File: src/hdl/dorpc_pkg.sv
// Constants and carrier types for the dynamic memory controller
package dorpc_pkg;
    // ------------------------------------------------------------
    // Organisation
    // ------------------------------------------------------------
    localparam int ADDR_W = 12;
    localparam int HALF_W = 6;
    localparam int NUM_ROWS = 64;
    localparam int PAGE_COLS = 64;
    localparam int WARM_CYCLES = 8;
    // ------------------------------------------------------------
    // Timing
    // ------------------------------------------------------------
    localparam int CLK_PERIOD_NS = 20;
    localparam int REFRESH_PERIOD_MS = 2;
    localparam int REFRESH_CYC = REFRESH_PERIOD_MS * 1000000 / CLK_PERIOD_NS;
    // Per-row refresh spacing, rounded down, with margin of one row
    localparam int ROW_GAP_CYC = REFRESH_CYC / (NUM_ROWS + 1);
    localparam int ACCESS_NS = 250;
    localparam int ACCESS_CYC = (ACCESS_NS + CLK_PERIOD_NS - 1) / CLK_PERIOD_NS;
    localparam int PHASE_CYC = 6;
    localparam logic [7:0] PHASE_LAST = 8'h05;
    localparam logic [7:0] ACC_LAST = 8'h0D;
    // Refresh phase: row strobe low for eight cycles, then recovery
    localparam logic [7:0] REF_LAST = 8'h0B;
    localparam logic [5:0] ROW_LAST = 6'h3F;
    localparam logic [3:0] WARM_LAST = 4'h7;
    // ------------------------------------------------------------
    // Carriers
    // ------------------------------------------------------------
    typedef struct packed {
        logic we;
        logic sel;
        logic page;
        logic [ADDR_W-1:0] addr;
        logic wdata;
    } dorpc_req_type;
    typedef struct packed {
        logic ras_n;
        logic cas_n;
        logic we_n;
        logic cs_n;
        logic [HALF_W-1:0] addr;
        logic din;
    } dorpc_pins_type;
endpackage : dorpc_pkg

File: src/hdl/dorpc_count.sv
// Small terminal counter with restart
`timescale 1ns/10ps
`default_nettype none
module dorpc_count #(
    parameter int W = 8
) (
    input wire logic i_clk,
    input wire logic i_rst,
    input wire logic i_clr,
    input wire logic i_en,
    input wire logic [W-1:0] i_last,
    output logic o_done,
    output logic [W-1:0] o_cnt
);
    logic [W-1:0] cnt_q;
    logic [W-1:0] cnt_d;
    // Next count
    always_comb begin
        cnt_d = cnt_q;
        if (i_clr) begin
            cnt_d = '0;
        end else if (i_en && (cnt_q != i_last)) begin
            cnt_d = cnt_q + {{(W-1){1'b0}}, 1'b1};
        end
    end
    // Count register
    always_ff @(posedge i_clk) begin
        if (i_rst) begin
            cnt_q <= '0;
        end else begin
            cnt_q <= cnt_d;
        end
    end
    assign o_done = (cnt_q == i_last);
    assign o_cnt = cnt_q;
endmodule : dorpc_count
`default_nettype wire

File: src/hdl/dorpc_ctrl.sv
// Strobe sequencer for a 4096 x 1 dynamic memory
// Function
// - All 64 rows refreshed every 2 ms
// - Refresh keeps chip select inactive
// - Refresh holds column strobe high
// - Column strobe reaches all chips
// - Page mode holds row, up to 64 columns
// - Eight refresh cycles after power-up first
// - Fault forces row strobe, data inactive
// - Row then column halves on six lines
// - Write held high through read column
`timescale 1ns/10ps
`default_nettype none
module dorpc_ctrl
    import dorpc_pkg::*;
(
    input wire logic I_CLK,
    input wire logic I_SYS_RST,
    input wire logic i_REQ_VALID,
    input wire dorpc_req_type i_REQ,
    input wire logic i_FAULT,
    input wire logic i_DOUT,
    output logic o_REQ_READY,
    output logic o_RD_VALID,
    output logic o_RD_DATA,
    output logic o_INIT_DONE,
    output logic o_RAS_N,
    output logic o_CAS_N,
    output logic o_WE_N,
    output logic o_CS_N,
    output logic [HALF_W-1:0] o_ADDR,
    output logic o_DIN
);
    // ------------------------------------------------------------
    // State
    // ------------------------------------------------------------
    typedef enum logic [5:0] {
        ST_IDLE = 6'h01,
        ST_ROW = 6'h02,
        ST_COL = 6'h04,
        ST_WAIT = 6'h08,
        ST_END = 6'h10,
        ST_REF = 6'h20
    } dorpc_state_type;
    dorpc_state_type st_q, st_d;
    dorpc_pins_type pin_q, pin_d;
    dorpc_req_type req_q, req_d;
    logic [5:0] rrow_q, rrow_d;        // Refresh row pointer
    logic ref_due_q, ref_due_d;        // Refresh request pending
    logic [21:0] gap_q, gap_d;         // Row refresh spacing timer
    logic [3:0] warm_q, warm_d;        // Warm-up refresh count
    logic init_q, init_d;              // Warm-up finished
    logic rdv_q, rdv_d;
    logic rdd_q, rdd_d;
    logic rdy_q, rdy_d;
    logic cnt_clr;
    logic ph_done;
    logic [7:0] ph_cnt;
    logic [7:0] ph_last;
    logic [5:0] pcol_q, pcol_d;        // Columns used in open page
    localparam logic [21:0] GAP_LAST = 22'(ROW_GAP_CYC - 1);
    // Phase timer
    dorpc_count #(.W(8)) u_ph (
        .i_clk(I_CLK),
        .i_rst(I_SYS_RST),
        .i_clr(cnt_clr),
        .i_en(1'b1),
        .i_last(ph_last),
        .o_done(ph_done),
        .o_cnt(ph_cnt)
    );
    // ------------------------------------------------------------
    // Sequencer next state
    // ------------------------------------------------------------
    always_comb begin
        st_d = st_q;
        pin_d = pin_q;
        req_d = req_q;
        rrow_d = rrow_q;
        ref_due_d = ref_due_q;
        gap_d = gap_q + 22'h000001;
        warm_d = warm_q;
        init_d = init_q;
        rdv_d = 1'b0;
        rdd_d = rdd_q;
        rdy_d = 1'b0;
        pcol_d = pcol_q;
        cnt_clr = 1'b0;
        ph_last = PHASE_LAST;
        if (gap_q == GAP_LAST) begin
            gap_d = '0;
            ref_due_d = 1'b1;
        end
        case (st_q)
            ST_IDLE: begin
                pin_d.ras_n = 1'b1;
                pin_d.cas_n = 1'b1;
                pin_d.we_n = 1'b1;
                pin_d.cs_n = 1'b1;
                cnt_clr = 1'b1;
                if (ref_due_q || !init_q) begin
                    pin_d.addr = rrow_q;
                    st_d = ST_REF;
                end else if (i_REQ_VALID && !i_FAULT) begin
                    rdy_d = 1'b1;
                    req_d = i_REQ;
                    pin_d.addr = i_REQ.addr[ADDR_W-1:HALF_W];
                    st_d = ST_ROW;
                end
            end
            ST_REF: begin
                pin_d.ras_n = ph_cnt[3] ? 1'b1 : 1'b0;
                ph_last = REF_LAST;
                if (ph_done) begin
                    pin_d.ras_n = 1'b1;
                    // New spacing tick in the same cycle wins over clear
                    ref_due_d = (gap_q == GAP_LAST);
                    rrow_d = rrow_q + 6'h01;
                    if (!init_q) begin
                        warm_d = warm_q + 4'h1;
                        init_d = (warm_q == WARM_LAST);
                    end
                    cnt_clr = 1'b1;
                    st_d = ST_END;
                end
            end
            ST_ROW: begin
                // Row strobe latches and refreshes row
                pin_d.ras_n = 1'b0;
                if (ph_done) begin
                    pin_d.addr = req_q.addr[HALF_W-1:0];
                    pin_d.cs_n = ~req_q.sel;
                    // Early write data ahead of strobe
                    pin_d.we_n = ~req_q.we;
                    pin_d.din = req_q.wdata;
                    cnt_clr = 1'b1;
                    pcol_d = '0;
                    st_d = ST_COL;
                end
            end
            ST_COL: begin
                pin_d.cas_n = 1'b0;
                cnt_clr = 1'b1;
                st_d = ST_WAIT;
            end
            ST_WAIT: begin
                ph_last = ACC_LAST;
                if (ph_done) begin
                    if (!req_q.we) begin
                        rdv_d = 1'b1;
                        rdd_d = i_DOUT;
                    end
                    pin_d.cas_n = 1'b1;
                    pin_d.we_n = 1'b1;
                    cnt_clr = 1'b1;
                    if (req_q.page && i_REQ_VALID && !i_FAULT &&
                        !ref_due_q && (pcol_q != ROW_LAST) &&
                        (i_REQ.addr[ADDR_W-1:HALF_W] ==
                         req_q.addr[ADDR_W-1:HALF_W])) begin
                        rdy_d = 1'b1;
                        req_d = i_REQ;
                        pcol_d = pcol_q + 6'h01;
                        pin_d.addr = i_REQ.addr[HALF_W-1:0];
                        pin_d.cs_n = ~i_REQ.sel;
                        pin_d.we_n = ~i_REQ.we;
                        pin_d.din = i_REQ.wdata;
                        st_d = ST_COL;
                    end else begin
                        pin_d.ras_n = 1'b1;
                        st_d = ST_END;
                    end
                end
            end
            ST_END: begin
                // Precharge before next row strobe
                pin_d.cs_n = 1'b1;
                if (ph_done) begin
                    st_d = ST_IDLE;
                end
            end
            default: begin
                st_d = ST_IDLE;
            end
        endcase
        // Fault forces strobes and data inactive
        if (i_FAULT) begin
            pin_d.ras_n = 1'b1;
            pin_d.cas_n = 1'b1;
            pin_d.we_n = 1'b1;
            pin_d.din = 1'b0;
            rdy_d = 1'b0;
            if (st_q != ST_IDLE) begin
                cnt_clr = 1'b1;
                st_d = ST_END;
            end
        end
    end
    // Sequencer registers
    always_ff @(posedge I_CLK) begin
        if (I_SYS_RST) begin
            st_q <= ST_IDLE;
            pin_q <= '{ras_n: 1'b1, cas_n: 1'b1, we_n: 1'b1, cs_n: 1'b1,
                       addr: '0, din: 1'b0};
            req_q <= '0;
            rrow_q <= '0;
            ref_due_q <= 1'b0;
            gap_q <= '0;
            warm_q <= '0;
            init_q <= 1'b0;
            rdv_q <= 1'b0;
            rdd_q <= 1'b0;
            rdy_q <= 1'b0;
            pcol_q <= '0;
        end else begin
            st_q <= st_d;
            pin_q <= pin_d;
            req_q <= req_d;
            rrow_q <= rrow_d;
            ref_due_q <= ref_due_d;
            gap_q <= gap_d;
            warm_q <= warm_d;
            init_q <= init_d;
            rdv_q <= rdv_d;
            rdd_q <= rdd_d;
            rdy_q <= rdy_d;
            pcol_q <= pcol_d;
        end
    end
    // ------------------------------------------------------------
    // Outputs
    // ------------------------------------------------------------
    assign o_RAS_N = pin_q.ras_n;
    assign o_CAS_N = pin_q.cas_n;
    assign o_WE_N = pin_q.we_n;
    assign o_CS_N = pin_q.cs_n;
    assign o_ADDR = pin_q.addr;
    assign o_DIN = pin_q.din;
    assign o_REQ_READY = rdy_q;
    assign o_RD_VALID = rdv_q;
    assign o_RD_DATA = rdd_q;
    assign o_INIT_DONE = init_q;
    // ------------------------------------------------------------
    // Checks
    // ------------------------------------------------------------
    property p_ref_cas_high;
        @(posedge I_CLK) disable iff (I_SYS_RST)
        (st_q == ST_REF) |-> (o_CAS_N && o_CS_N);
    endproperty
    a_ref_cas_high: assert property (p_ref_cas_high)
        else $error("Column strobe or select active in refresh");
    property p_read_we_high;
        @(posedge I_CLK) disable iff (I_SYS_RST)
        (!o_CAS_N && !req_q.we) |-> o_WE_N;
    endproperty
    a_read_we_high: assert property (p_read_we_high)
        else $error("Write low during read column strobe");
    property p_fault_off;
        @(posedge I_CLK) disable iff (I_SYS_RST)
        i_FAULT |=> (o_RAS_N && o_CAS_N && !o_DIN);
    endproperty
    a_fault_off: assert property (p_fault_off)
        else $error("Strobes not forced off under fault");
    property p_no_req_before_init;
        @(posedge I_CLK) disable iff (I_SYS_RST)
        !o_INIT_DONE |-> !o_REQ_READY;
    endproperty
    a_no_req_before_init: assert property (p_no_req_before_init)
        else $error("Access accepted before warm-up");
    property p_ref_bound;
        @(posedge I_CLK) disable iff (I_SYS_RST)
        (ref_due_q && o_INIT_DONE) |-> ##[1:80] !ref_due_q;
    endproperty
    a_ref_bound: assert property (p_ref_bound)
        else $error("Refresh not served in time");
    property p_cas_after_ras;
        @(posedge I_CLK) disable iff (I_SYS_RST)
        $fell(o_CAS_N) |-> !o_RAS_N;
    endproperty
    a_cas_after_ras: assert property (p_cas_after_ras)
        else $error("Column strobe without row strobe");
    property p_sel_pin;
        @(posedge I_CLK) disable iff (I_SYS_RST)
        $fell(o_CAS_N) |-> (o_CS_N == !req_q.sel);
    endproperty
    a_sel_pin: assert property (p_sel_pin)
        else $error("Chip select does not match request");
    // Columns strobed under the present row strobe
    logic [6:0] ncas_q, ncas_d;
    // Next column tally, cleared while row strobe is high
    always_comb begin
        ncas_d = ncas_q;
        if (o_RAS_N) begin
            ncas_d = '0;
        end else if (st_q == ST_COL) begin
            ncas_d = ncas_q + 7'h01;
        end
    end
    // Column tally register
    always_ff @(posedge I_CLK) begin
        if (I_SYS_RST) begin
            ncas_q <= '0;
        end else begin
            ncas_q <= ncas_d;
        end
    end
    property p_page_limit;
        @(posedge I_CLK) disable iff (I_SYS_RST)
        (st_q == ST_COL) |-> (ncas_q < 7'(PAGE_COLS));
    endproperty
    a_page_limit: assert property (p_page_limit)
        else $error("Page exceeds column count");
    property p_rd_latency;
        @(posedge I_CLK) disable iff (I_SYS_RST)
        ($fell(o_CAS_N) && !req_q.we) |-> ##14 o_RD_VALID;
    endproperty
    a_rd_latency: assert property (p_rd_latency)
        else $error("Read data not returned after access time");
    c_read: cover property (@(posedge I_CLK) o_RD_VALID);
    c_page: cover property (@(posedge I_CLK) (st_q == ST_WAIT) ##1
        (st_q == ST_COL));
    c_refresh: cover property (@(posedge I_CLK) $rose(ref_due_q));
    c_init: cover property (@(posedge I_CLK) $rose(o_INIT_DONE));
endmodule : dorpc_ctrl
`default_nettype wire

File: config.mk
export PLATFORM = sky130hd
export DESIGN_NAME = dorpc_ctrl
export DESIGN_NICKNAME = d
export VERILOG_FILES = /design/src/hdl/dorpc_pkg.sv /design/src/hdl/dorpc_count.sv /design/src/hdl/dorpc_ctrl.sv
export SDC_FILE = /design/constraint.sdc
export NUM_CORES = 1
export LEC_CHECK = 0
export ABC_AREA = 1
export BUFFER_PORTS_ARGS = -buffer_cell sky130_fd_sc_hd__buf_2
export CAP_MARGIN = 10
export CORE_MARGIN = 1
export CORE_UTILIZATION = 30
export DETAILED_ROUTE_END_ITERATION = 8
export GPL_ROUTABILITY_DRIVEN = 1
export PLACE_DENSITY = 0.43
export SLEW_MARGIN = 40
export SYNTH_ARGS = -nofsm -noshare
export SYNTH_HDL_FRONTEND = slang
export SYNTH_SLANG_ARGS = --single-unit
File: constraint.sdc
create_clock -name I_CLK -period 1.5 [get_ports I_CLK]
set_input_delay 0.075 -clock I_CLK [delete_from_list [all_inputs] [get_ports I_CLK]]
set_output_delay 0.075 -clock I_CLK [all_outputs]
set_load 0.02 [all_outputs]
Yosys cells after proc, flatten, opt, wreduce, memory -nomap -nowiden
Index checks and enable logic that the tools add are counted.
- register bits: 84
- input port bits: 21
- output and inout port bits: 15
- $add $sub $neg: 5
- eq/ne operators: 20
- mux-type cells: 48
- bitwise gates (word level): 7
- reduce and logical (&&, ||, !) cells: 33
- operators with widths (cell ; count):
    $mux 6 ; 13
    $mux 16 ; 4
    $pmux 6 s6 ; 1
    $pmux 16 s2 ; 1
    $add 22x1->22 const B ; 1
    $eq 22x11->1 const B ; 1
    $mux 9 ; 2
    $pmux 6 s3 ; 1
    $mux 1 ; 15
    $add 6x1->6 const B ; 2
    $ne 2x2->1 const B ; 6
    $pmux 6 s2 ; 1
    $reduce_and 3->1 ; 4
    $mux 11 ; 1
    $reduce_and 5->1 ; 2
    $reduce_or 2->1 ; 5
    $pmux 1 s3 ; 3
    $reduce_bool 3->1 ; 3
    $add 8x1->8 const B ; 1
    $eq 8x4->1 ; 1
    $ne 8x4->1 ; 1
    $pmux 4 s2 ; 1
    $reduce_and 4->1 ; 2
    $not 1->1 ; 7
    other kinds (22) ; 34

Depth between registers and ports, before layout
Gate-level depths: netlist of the first run.
- depth after elaboration: 10
- mapped depth: 13

By module
Synthesis of the first run repeated with hierarchy kept, for this count alone.
- cells, all modules: 718
- area, all modules: 4723.3 µm²
- modules (own cells, without submodules) (module ; times used ; cells an instance ; area each (µm²) ; seq. area each (µm²)):
    dorpc_ctrl ; 1 ; 625 ; 4156.5 ; 1521.5
    dorpc_count ; 1 ; 93 ; 566.8 ; 160.2

Worst setup path before layout of the first run
OpenSTA, ideal clock, no wires.
- kind: register to register
- start: reg pcol_q[0]
- end: reg pcol_q[4]
- library setup time: 0.132 ns
- data arrival time: 1.519 ns
- required time: 1.368 ns
- path slack: -0.152 ns
- cell stages (with the launch flop): 12
- cells stage by stage: dfxtp_1 ha_1 nand2_1 nor2_1 nand2_1 nand3_1 nor2_1 buf_2 o21ai_0 nor2_4 nand2_1 a21oi_1
- word-level cells in the longest chain between the ends: 5
- elaborated cells between the ends (all ways): 9
- those cells by class: add/sub (1); eq/ne (2); mux (3); reduce/logical (3)
- RTL lines (element ; RTL line ; text):
    start: declaration ; dorpc_ctrl.sv:60 ; logic [5:0] pcol_q, pcol_d;
    start signal: assignment ; dorpc_ctrl.sv:226 ; pcol_q <= pcol_d;
    branches (longest 5 deep; another with $add 6x1->6) ; - ;
Parallel ways; which one is timed is not known. The select of a mux whose other input is x is not followed.
A chain may end at the register's enable or synchronous reset.

Worst setup path after layout of the first run
- start: reg st_q[1]
- end: reg u_ph.cnt_q[5] (netlist: u_ph.o_cnt[5])
- word-level cells in the longest chain between the ends: 8
- elaborated cells between the ends (all ways): 16
- those cells by class: eq/ne (8); mux (5); reduce/logical (3)
- RTL lines (element ; RTL line ; text):
    start: declaration ; dorpc_ctrl.sv:45 ; dorpc_state_type st_q, st_d;
    start signal: assignment ; dorpc_ctrl.sv:215 ; st_q <= st_d;
    $eq 6x4->1 or $eq 6x6->1 (tied branches) ; dorpc_ctrl.sv:94 ; case (st_q)
    $pmux 4 s2 ; dorpc_ctrl.sv:94 ;
    $eq 8x4->1 ; dorpc_count.sv:34 ; assign o_done = (cnt_q == i_last);
    $mux 1 ; dorpc_ctrl.sv:114, dorpc_ctrl.sv:130, dorpc_ctrl.sv:148 ;
    $pmux 1 s2 ; dorpc_ctrl.sv:94 ;
    $mux 1 ; dorpc_ctrl.sv:192 ; if (st_q != ST_IDLE) begin
    $mux 1 ; dorpc_ctrl.sv:186 ; if (i_FAULT) begin
    $reduce_or 2->1 (no source line) ; - ;
    end signal: assignment ; dorpc_count.sv:31 ; cnt_q <= cnt_d;
    end: declaration ; dorpc_count.sv:15 ; logic [W-1:0] cnt_q;
Parallel ways exist; a longest one is shown, timed or not.

==> results of run 1 <==
==> power by group <==
part           internal [mW]  total, mW  switching [mW]
logic                  0.807       1.90            1.09
clock network           1.38       2.35           0.973
registers               2.38       2.47          0.0961
==> final cells by class <==
type / count / area [um^2]
Fill cell: 1445 / 7490
Inverter: 95 / 364
Sequential cell: 84 / 1710
Clock inverter: 4 / 47.5
Timing Repair Buffer: 179 / 1470
Multi-Input combinational cell: 474 / 2910
Tap cell: 184 / 230
Clock buffer: 12 / 256
==> registers in the layout (all words and copies together), names as in the netlist, 4 cells and up <==
name and flops:
pcol_q 6, u_ph.o_cnt 8, req_q 16, st_q 6
gap_q 22, warm_q 4, o_ADDR 6, rrow_q 6
==> kinds of logic after synthesis <==
family / Yosys count / synth area share, %
XOR/XNOR: 14 / 2.76
adder cells (fa/ha/maj): 6 / 1.69
AND/OR/NAND/NOR: 361 / 36.6
AO/OA/AOI/OAI: 92 / 11.2
flip-flops: 84 / 37.8
buffers and inverters: 113 / 9.99
==> per-layer routing <==
metal,part of all wire [%],routed length [um],track usage (%)
met5,0,0,0
met4,1.5,211,6.78
met3,2.3,321,2.66
met2,48,6620,30.0
met1,48,6520,24.5
==> repair_timing <==
action | 4_1_cts | 5_1_grt
gates resized for setup | 88 | 91
buffers inserted | 15 | 13
endpoints found under the setup margin | 83 | 84
hold endpoints to repair | 15 | 0
cloned | 2 | 1
pin swaps | 35 | 38
hold buffers | 15 | 0
==> worst paths after layout <==
path	from	endpoint	slack, ps	cells after the start
setup / recovery	st_q[1]$_SDFF_PP0_	u_ph.o_cnt[5]$_SDFFE_PP0P_	-290	11
hold / removal	i_REQ[7]	req_q[7]$_SDFFE_PP0P_	10	3
setup reg to reg	st_q[1]$_SDFF_PP0_	u_ph.o_cnt[5]$_SDFFE_PP0P_	-290	11
hold reg to reg	o_RAS_N$_SDFFE_PP1P_	o_RAS_N$_SDFFE_PP1P_	460	2
==> critical path, stage by stage (launching register included) <==
cell     delay (ps)
dfxtp_2         340
nor2_4          190
nand3_4         130
nor2_2          120
nor2_2           50
nor2_1          110
nand2_2         110
buf_12          160
buf_4           140
o21ai_4         150
buf_6           150
nor3_2           40
==> cell usage in the layout (no fill, tap or decap), drive strengths merged <==
master,count
nand2,165
buf,164
nor2,99
inv,94
dfxtp,84
nand3,58
a21oi,56
o21ai,22
nand4,18
dlygate4sd3,15
xor2,12
clkbuf,12
nor3,12
o211ai,10
ha,6
nor4,4
nor3b,3
clkinv,3
xnor2,2
or2,2
a21o,1
nand3b,1
o21a,1
o22ai,1
a31oi,1
bufinv,1
clkinvlp,1
==> flow_summary_export.csv, run 1 <==
group,metric,value,unit
clock_network,cts_tree,"yes",
drt,drt-pass1-iter-count,4,
clock_network,insertion_delay,350,ps
sta,fin_ws,-288,ps
placed_design,dp_cells,973,
worst_setup_path,end_kind,"flop",
synthesis,synth_cells,670,
worst_setup_path,start_kind,"flop",
sta,final.period_utilization,119,%
power,ir_drop,0.000531,V
synthesis,synth_common_cells,"nand2_1 (163), inv_1 (93), nor2_1 (90)",
floorplanning,start_util,30.7,%
sta,drv_slew,0,
floorplanning,ios,36,
grt,grt_pass1_wl,21900,um
finish,drive_above_1_share,39.3,%
clock_network,cts_buffer_depth,2,
drt,wl_per_cell,13.2,um
synthesis,synthesis.area,4450,um^2
finish,layoutNonFillerInstCount,1032,
synthesis,synth_edf_count,0,
power,leakagePower,3.11,nW
finish,utilization,48.2,%
drt,drtAntennaViolNets,0,
clock_network,clock-root-buffer,"clkbuf_16",
finish,nNetsFinal,870,
clock_network,cts_made_buffers,9,
synthesis,synth_nets,697,
placed_design,dpl_worst_slack,-349,ps
floorplanning,die_w,124,um
clock_network,htreeDepth,3,
sta,worstMarginPinSlew,418,ps
floorplanning,core-area,14500,um^2
sta,fmax,0.559,GHz
finish,syn_to_final_growth,57.1,%
synthesis,synth-seq-area-share,37.8,%
synthesis,yosysTopAreaCell,"dfxtp_1",
synthesis,synth_cell_type_count,36,
synthesis,netlist.area_leader.share,37.8,%
sta,slew_headroom,71.8,%
min_path,min_path_type,"in2reg",
sta,finalSetupViolCount,70,
placed_design,hpwl,9310,um
synthesis,netlist_top_cells_area,"dfxtp_1 (38%), nand2_1 (14%), inv_1 (7.9%), nor2_1 (7.6%), a21oi_1 (6.3%)",
clock_network,cts_num_sinks,84,
drt,wirelength,13700,um
finish,antenna_cells,0,
synthesis,yosysWarnings,0,
grt,grt_overflow,0,
drt,avgViaCountPerCell,4.68,
drt,via_count,4829,
worst_setup_path,crit_fanout,6,
sta,rsz0062_at_grt,"true",
placed_design,io_buffers,35,
drt,drc,0,
placed_design,place_area,5680,um^2
grt,antenna_found_initial,0,
run_status,status,"complete, but fails checks",
grt,grt_max_degree,33,
power,p_total,6.72,mW
clock_network,cts.clk_slew.worst_paths,70,ps
drt,drt_iter0_markers,199,
power,p_per_area,962,nW/um^2
worst_setup_path,worst-setup-path-type,"reg2reg",
floorplanning,num_rows,44,
grt,grt_pass1_vias,4589,
floorplanning,die_y,124,um
sta,fin_tns_setup,-13340,ps
flow_run,drv_cap,0,
synthesis,synth_flop_cell,"dfxtp_1",
synthesis,async_flop_share,0,%
worst_setup_path,worstPathRequired,1730,ps
sta,fin_hold_ws,12.8,ps
synthesis,syn_avg_cell_area,6.64,um^2
floorplanning,dieArea,15300,um^2
run_status,failed_checks,"setup timing",
worst_setup_path,cp.arrival,2020,ps
placed_design,place.gp.congestion,0.830,
sta,hold_violations,0,
sta,skew,8.01,ps
grt,grt_use_total,18.4,%
finish,design_area,6990,um^2
synthesis,ys_ff_latch,84,
sta,finalCriticalPeriod,1790,ps
synthesis,synth.most_common_cell,"nand2_1",
Note: power is estimated with default switching activity, not from simulation.
==> run 2, diff against run 1 <==
--- a/config.mk
+++ b/config.mk
@@ -5,7 +5,7 @@
 export SDC_FILE = /design/constraint.sdc
 export NUM_CORES = 1
 export LEC_CHECK = 0
-export ABC_AREA = 1
+export ABC_AREA = 0
 export BUFFER_PORTS_ARGS = -buffer_cell sky130_fd_sc_hd__buf_2
 export CAP_MARGIN = 10
 export CORE_MARGIN = 1
==> run 2 against run 1 <==
Net effect: the run still ends with setup timing left; total power down 5.8%; first-iteration DRC count is 7.5% lower; synthesized area decreased by 2.0%; routed wire length shrank 2.8%; register-to-register slack got worse by 390 ps; critical path depth fell by 6; via count is 12% lower; global-route usage shrank 0.23 points; flip-flop and latch count did not move; setup slack lost 390 ps; largest power group unchanged.
==> flow_summary_export.csv, run 2 <==
group,metric,value,unit
synthesis,synth_cell_type_count,58,
sta,fin_hold_ws,9.36,ps
finish,largest_register_ffs,22,
worst_setup_path,worstPathRequired,1780,ps
synthesis,synth_flop_cell,"dfxtp_1",
synthesis,yosysWarnings,0,
synthesis,synth_nets,531,
sta,finalCriticalPeriod,2180,ps
sta,final.period_utilization,145,%
synthesis,synthesis.area,4360,um^2
worst_setup_path,crit_fanout,6,
floorplanning,dieArea,15000,um^2
finish,syn_to_final_growth,52.5,%
synthesis,netlist.area_leader.share,38.6,%
min_path,hold_start,"i_REQ[14]",
floorplanning,die_y,123,um
min_path,min_path_type,"in2reg",
floorplanning,start_util,31.0,%
drt,wl_per_cell,15.6,um
finish,regMostFlops,"gap_q",
sta,finalSetupViolCount,84,
grt,grt_pass1_wl,20900,um
placed_design,hpwl,9380,um
drt,drt_iter0_markers,184,
worst_setup_path,start_kind,"flop",
run_status,failed_checks,"setup timing",
sta,fmax,0.459,GHz
clock_network,htreeDepth,3,
drt,avgViaCountPerCell,4.98,
clock_network,cts_made_buffers,9,
sta,drv_slew,0,
finish,drive_above_1_share,42.7,%
finish,antenna_cells,0,
worst_setup_path,end_kind,"flop",
power,p_total,6.33,mW
clock_network,cts_tree,"yes",
clock_network,clock-root-buffer,"clkbuf_16",
synthesis,yosysTopAreaCell,"dfxtp_1",
finish,fillCellCount,1389,
floorplanning,num_rows,43,
floorplanning,core-area,14000,um^2
sta,fin_ws,-679,ps
run_status,status,"complete, but fails checks",
synthesis,netlist_top_cells_area,"dfxtp_1 (39%), nand2b_1 (5.2%), mux2i_1 (4.1%), nor2_1 (3.8%), xnor2_1 (3.6%)",
power,p_per_area,952,nW/um^2
flow_run,drv_cap,0,
clock_network,cts_num_sinks,84,
floorplanning,ios,36,
synthesis,synth-seq-area-share,38.6,%
clock_network,cts.clk_slew.worst_paths,60,ps
sta,slew_headroom,69.6,%
worst_setup_path,crit_start,"u_ph.o_cnt[6]$_SDFFE_PP0P_",
grt,grt_use_total,18.1,%
finish,nNetsFinal,696,
finish,most-common-layout-cells,"buf_4 (120), dfxtp_1 (74), nand2b_1 (35), buf_2 (35), nand2_1 (33)",
synthesis,synth_edf_count,0,
placed_design,place.gp.congestion,0.799,
floorplanning,die_w,123,um
placed_design,dpl_worst_slack,-764,ps
finish,final_common_cell,"buf_4",
sta,rsz0062_at_grt,"true",
drt,via_count,4253,
sta,skew,4.09,ps
worst_setup_path,reg2reg_setup_slack,-680,ps
clock_network,cts_buffer_depth,2,
drt,drt-pass1-iter-count,4,
sta,hold_violations,0,
sta,fin_tns_setup,-38590,ps
grt,grt_pass1_vias,4229,
power,leakagePower,2.50,nW
worst_setup_path,worst-setup-path-type,"reg2reg",
grt,grt_max_degree,25,
worst_setup_path,cp.arrival,2460,ps
synthesis,ys_ff_latch,84,
sta,worstMarginPinSlew,451,ps
grt,grt_overflow,0,
power,ir_drop,0.000507,V
drt,wirelength,13300,um
clock_network,insertion_delay,350,ps
placed_design,io_buffers,35,
synthesis,synth.most_common_cell,"dfxtp_1",
drt,drc,0,
synthesis,synth_cells,504,
worst_setup_path,r2r-start,"u_ph.o_cnt[6]$_SDFFE_PP0P_",
synthesis,synth_common_cells,"dfxtp_1 (84), nor2_1 (44), nand2b_1 (36)",
synthesis,syn_avg_cell_area,8.65,um^2
drt,drtAntennaViolNets,0,
grt,antenna_found_initial,0,
synthesis,async_flop_share,0,%
[run 2: cell types whose count changed after synthesis, moves of 12 or more]
| cell | before | now |
|---|---|---|
| nand2_1 | 163 | 35 |
| a21oi_1 | 56 | 21 |
| mux2i_1 | 0 | 18 |
| a221oi_1 | 0 | 12 |
| nor2_1 | 90 | 44 |
| nand3_1 | 53 | 24 |
| xnor2_1 | 2 | 18 |
| inv_1 | 93 | 19 |
| nand2b_1 | 0 | 36 |
[run 2: report_power, final]
group | internal (mW) | total [mW] | switching (mW)
clock | 1.17 | 2.07 | 0.904
combinational | 0.876 | 1.79 | 0.912
sequential | 2.36 | 2.47 | 0.109
total | 4.40 | 6.33 | 1.92
[run 2: area by class of cell]
| class | instances | area (um^2) | area share, % |
|---|---|---|---|
| Tap cell | 180 | 225 | 3.39 |
| Timing Repair Buffer | 179 | 1400 | 21.0 |
| Inverter | 19 | 71.3 | 1.07 |
| Clock buffer | 14 | 254 | 3.82 |
| Multi-Input combinational cell | 376 | 2990 | 45.0 |
| Clock inverter | 2 | 10.0 | 0.151 |
| Sequential cell | 84 | 1700 | 25.6 |
[run 2: worst max-delay path, cell delays in order (launching register included)]
cell	delay, ps
dfxtp_2	320
or4b_4	530
or2_4	270
a2111o_1	470
or3_4	410
a21oi_2	120
[run 2: per-layer routing]
layer / vias up / global-route usage [%] / share of wire [%]
met5: - / 0 / 0
met4: 0 / 5.34 / 1.2
met3: 11 / 4.04 / 3.5
met2: 73 / 31.5 / 50
met1: 2026 / 22.3 / 45
li1: 2143 / - / -
[run 2: path summary, 6_finish.rpt]
path	end	cells past startpoint
max	warm_q[0]$_SDFFE_PP0P_	5
min	req_q[14]$_SDFFE_PP0P_	3
max reg2reg	warm_q[0]$_SDFFE_PP0P_	5
min reg2reg	gap_q[0]$_SDFF_PP0_	1
[run 2: cell families (layout without fill, tap and decap cells)]
kind of cell / count (synthesis) / in the layout / share of synthesized area, %
xor+xnor: 36 / 36 / 7.23
mux: 18 / 18 / 4.13
fa+ha+maj: 6 / 6 / 1.72
flops: 84 / 84 / 38.6
compound gates: 93 / 94 / 15.9
buf+inv: 45 / 214 / 4.68
simple gates: 222 / 222 / 27.7
[run 2: per-stage QoR]
step	cell area, um^2	std cells	util, %
2_1_floorplan	4540	504	-
3_3_place_gp	5700	816	40.6
3_5_place_dp	5700	816	40.6
4_1_cts	6210	845	44.2
5_1_grt	6650	854	47.3
6_report	6650	854	47.3
[run 2: what timing repair did]
item                                    in CTS  in global routing
hold endpoints to repair                     3                  0
setup buffers                               10                  8
hold buffers                                 3                  0
pin swaps                                   22                 43
endpoints found under the setup margin      84                 84
gates resized for setup                     35                 88
cloned                                       1                  5
==> run 3, diff against run 2 <==
--- a/config.mk
+++ b/config.mk
@@ -9,10 +9,10 @@
 export BUFFER_PORTS_ARGS = -buffer_cell sky130_fd_sc_hd__buf_2
 export CAP_MARGIN = 10
 export CORE_MARGIN = 1
-export CORE_UTILIZATION = 30
+export CORE_UTILIZATION = 45
 export DETAILED_ROUTE_END_ITERATION = 8
 export GPL_ROUTABILITY_DRIVEN = 1
-export PLACE_DENSITY = 0.43
+export PLACE_DENSITY = 0.65
 export SLEW_MARGIN = 40
 export SYNTH_ARGS = -nofsm -noshare
 export SYNTH_HDL_FRONTEND = slang
==> run 3 against run 2 <==
Net effect: the run still ends with setup timing left; register-to-register slack got worse by 20 ps; utilization grew 22 points; sequential share of layout area grew 0.65 points; cell area decreased by 2.3%; flip-flop and latch count did not move; maximum frequency fell by 0.83%; combinational power is 2% higher; critical path depth did not move; largest cell class unchanged; largest power group unchanged.
==> flow_summary_export.csv, run 3 (synthesis gave the netlist of run 2 again) <==
group,metric,value,unit
run_status,status,"complete, but fails checks",
run_status,failed_checks,"setup timing",
sta,worstMarginPinSlew,470,ps
clock_network,cts.clk_slew.worst_paths,100,ps
drt,drt_iter0_markers,228,
sta,fin_hold_ws,15.0,ps
floorplanning,start_util,46.7,%
sta,fin_ws,-698,ps
power,p_total,5.82,mW
finish,utilization,69.6,%
finish,fillCellCount,717,
sta,finalCriticalPeriod,2200,ps
finish,final_common_cell,"buf_4",
finish,multi_input_area,3020,um^2
finish,ff_latch_area,1710,um^2
placed_design,dpl_worst_slack,-827,ps
grt,grt_pass1_vias,4331,
placed_design,place.gp.congestion,0.934,
worst_setup_path,start_kind,"flop",
placed_design,io_buffers,35,
drt,wirelength,12500,um
drt,drtAntennaViolNets,0,
power,leakagePower,2.45,nW
floorplanning,die_w,100,um
finish,drive_above_1_share,44.8,%
drt,drt-pass1-iter-count,4,
placed_design,place_area,5590,um^2
worst_setup_path,cp.arrival,2480,ps
power,p_per_area,896,nW/um^2
floorplanning,core-area,9330,um^2
floorplanning,num_rows,35,
placed_design,hpwl,8850,um
drt,wl_per_cell,15.7,um
worst_setup_path,path_cells,"or4b_4 -> or2_4 -> a2111o_1 -> or3_4 -> a21oi_2",
sta,skew,18.0,ps
finish,nNetsFinal,692,
sta,fmax,0.455,GHz
worst_setup_path,crit_fanout,6,
sta,hold_violations,0,
grt,grt_max_degree,37,
clock_network,cts_made_buffers,9,
grt,antenna_found_initial,0,
finish,most-common-layout-cells,"buf_4 (111), dfxtp_1 (65), nand2b_1 (35), buf_2 (35), nand2_1 (31)",
worst_setup_path,end_kind,"flop",
finish,largest_register_ffs,22,
worst_setup_path,worstPathRequired,1780,ps
clock_network,cts_num_sinks,84,
clock_network,insertion_delay,350,ps
clock_network,clock-root-buffer,"clkbuf_8",
finish,syn_to_final_growth,49.0,%
finish,regMostFlops,"gap_q",
clock_network,cts_tree,"yes",
power,ir_drop,0.000736,V
min_path,min_path_type,"in2reg",
sta,rsz0062_at_grt,"true",
finish,antenna_cells,0,
worst_setup_path,critPathMaxStageDelay,540,ps
drt,drc,0,
worst_setup_path,cpMaxStageDelayCell,"or4b_4",
clock_network,htreeDepth,3,
drt,via_count,4326,
floorplanning,die_y,100,um
floorplanning,dieArea,10100,um^2
drt,avgViaCountPerCell,5.41,
grt,grt_overflow,0,
clock_network,cts_buffer_depth,2,
sta,final.period_utilization,147,%
sta,finalSetupViolCount,84,
worst_setup_path,worst-setup-path-type,"reg2reg",
grt,grt_pass1_wl,20400,um
flow_run,drv_cap,0,
sta,slew_headroom,68.5,%
floorplanning,ios,36,
grt,grt_use_total,25.5,%
finish,design_area,6490,um^2
sta,drv_slew,0,
-- run 3: cell count changes in the layout (fill, tap and decap cells not counted), sizes merged --
cell	delta
buf	-8
clkbuf	-5
clkinv	+1
clkinvlp	+1
dlygate4sd3	+6
inv	+1
-- run 3: cell type report --
class                      instances  share of cell area, %
multi-input combinational        376                   46.5
tap                              129                   2.49
sequential                        84                   26.3
clock inverter                     5                  0.539
inverter                          19                   1.10
clock buffer                      11                   2.33
timing repair buffer             175                   20.8
-- run 3: stage by stage --
step           TNS, ps  instances
2_1_floorplan   -30740        504
3_3_place_gp    -37240        761
3_5_place_dp    -41190        761
4_1_cts         -36500        791
5_1_grt         -43030        799
6_report        -37250        799
-- run 3: final timing paths --
kind / slack (ps) / from / cells past startpoint / endpoint
setup / recovery: -700 / u_ph.o_cnt[6]$_SDFFE_PP0P_ / 5 / warm_q[0]$_SDFFE_PP0P_
hold / removal: 20 / i_REQ[14] / 3 / req_q[14]$_SDFFE_PP0P_
setup reg to reg: -700 / u_ph.o_cnt[6]$_SDFFE_PP0P_ / 5 / warm_q[0]$_SDFFE_PP0P_
hold reg to reg: 480 / req_q[0]$_SDFFE_PP0P_ / 2 / req_q[0]$_SDFFE_PP0P_
-- run 3: critical path, delay by kind of cell (launching register included) --
family,cells,cell delay [ps]
simple gates,3,1220
flops,1,330
compound gates,2,600
-- run 3: power breakdown --
part / leakage [nW] / switching [mW] / internal (mW)
clock network: 0.0957 / 0.838 / 0.697
registers: 0.687 / 0.102 / 2.36
logic: 1.67 / 0.970 / 0.860
total: 2.45 / 1.91 / 3.91
-- run 3: repair_timing --
| action | in CTS | in global routing |
|---|---|---|
| setup endpoints to repair | 84 | 84 |
| setup buffers | 4 | 7 |
| pin swaps | 42 | 26 |
| gates resized for setup | 58 | 74 |
| cloned | 2 | 0 |
| hold buffers | 8 | 1 |
| hold endpoints to repair | 8 | 1 |
-- run 3: routing by layer --
| metal | vias to the layer above | wire [um] | GRT usage (%) |
|---|---|---|---|
| met5 | - | 0 | 0 |
| met4 | 0 | 295 | 10.5 |
| met3 | 23 | 482 | 4.39 |
| met2 | 93 | 6220 | 43.0 |
| met1 | 2077 | 5540 | 32.2 |
| li1 | 2133 | - | - |
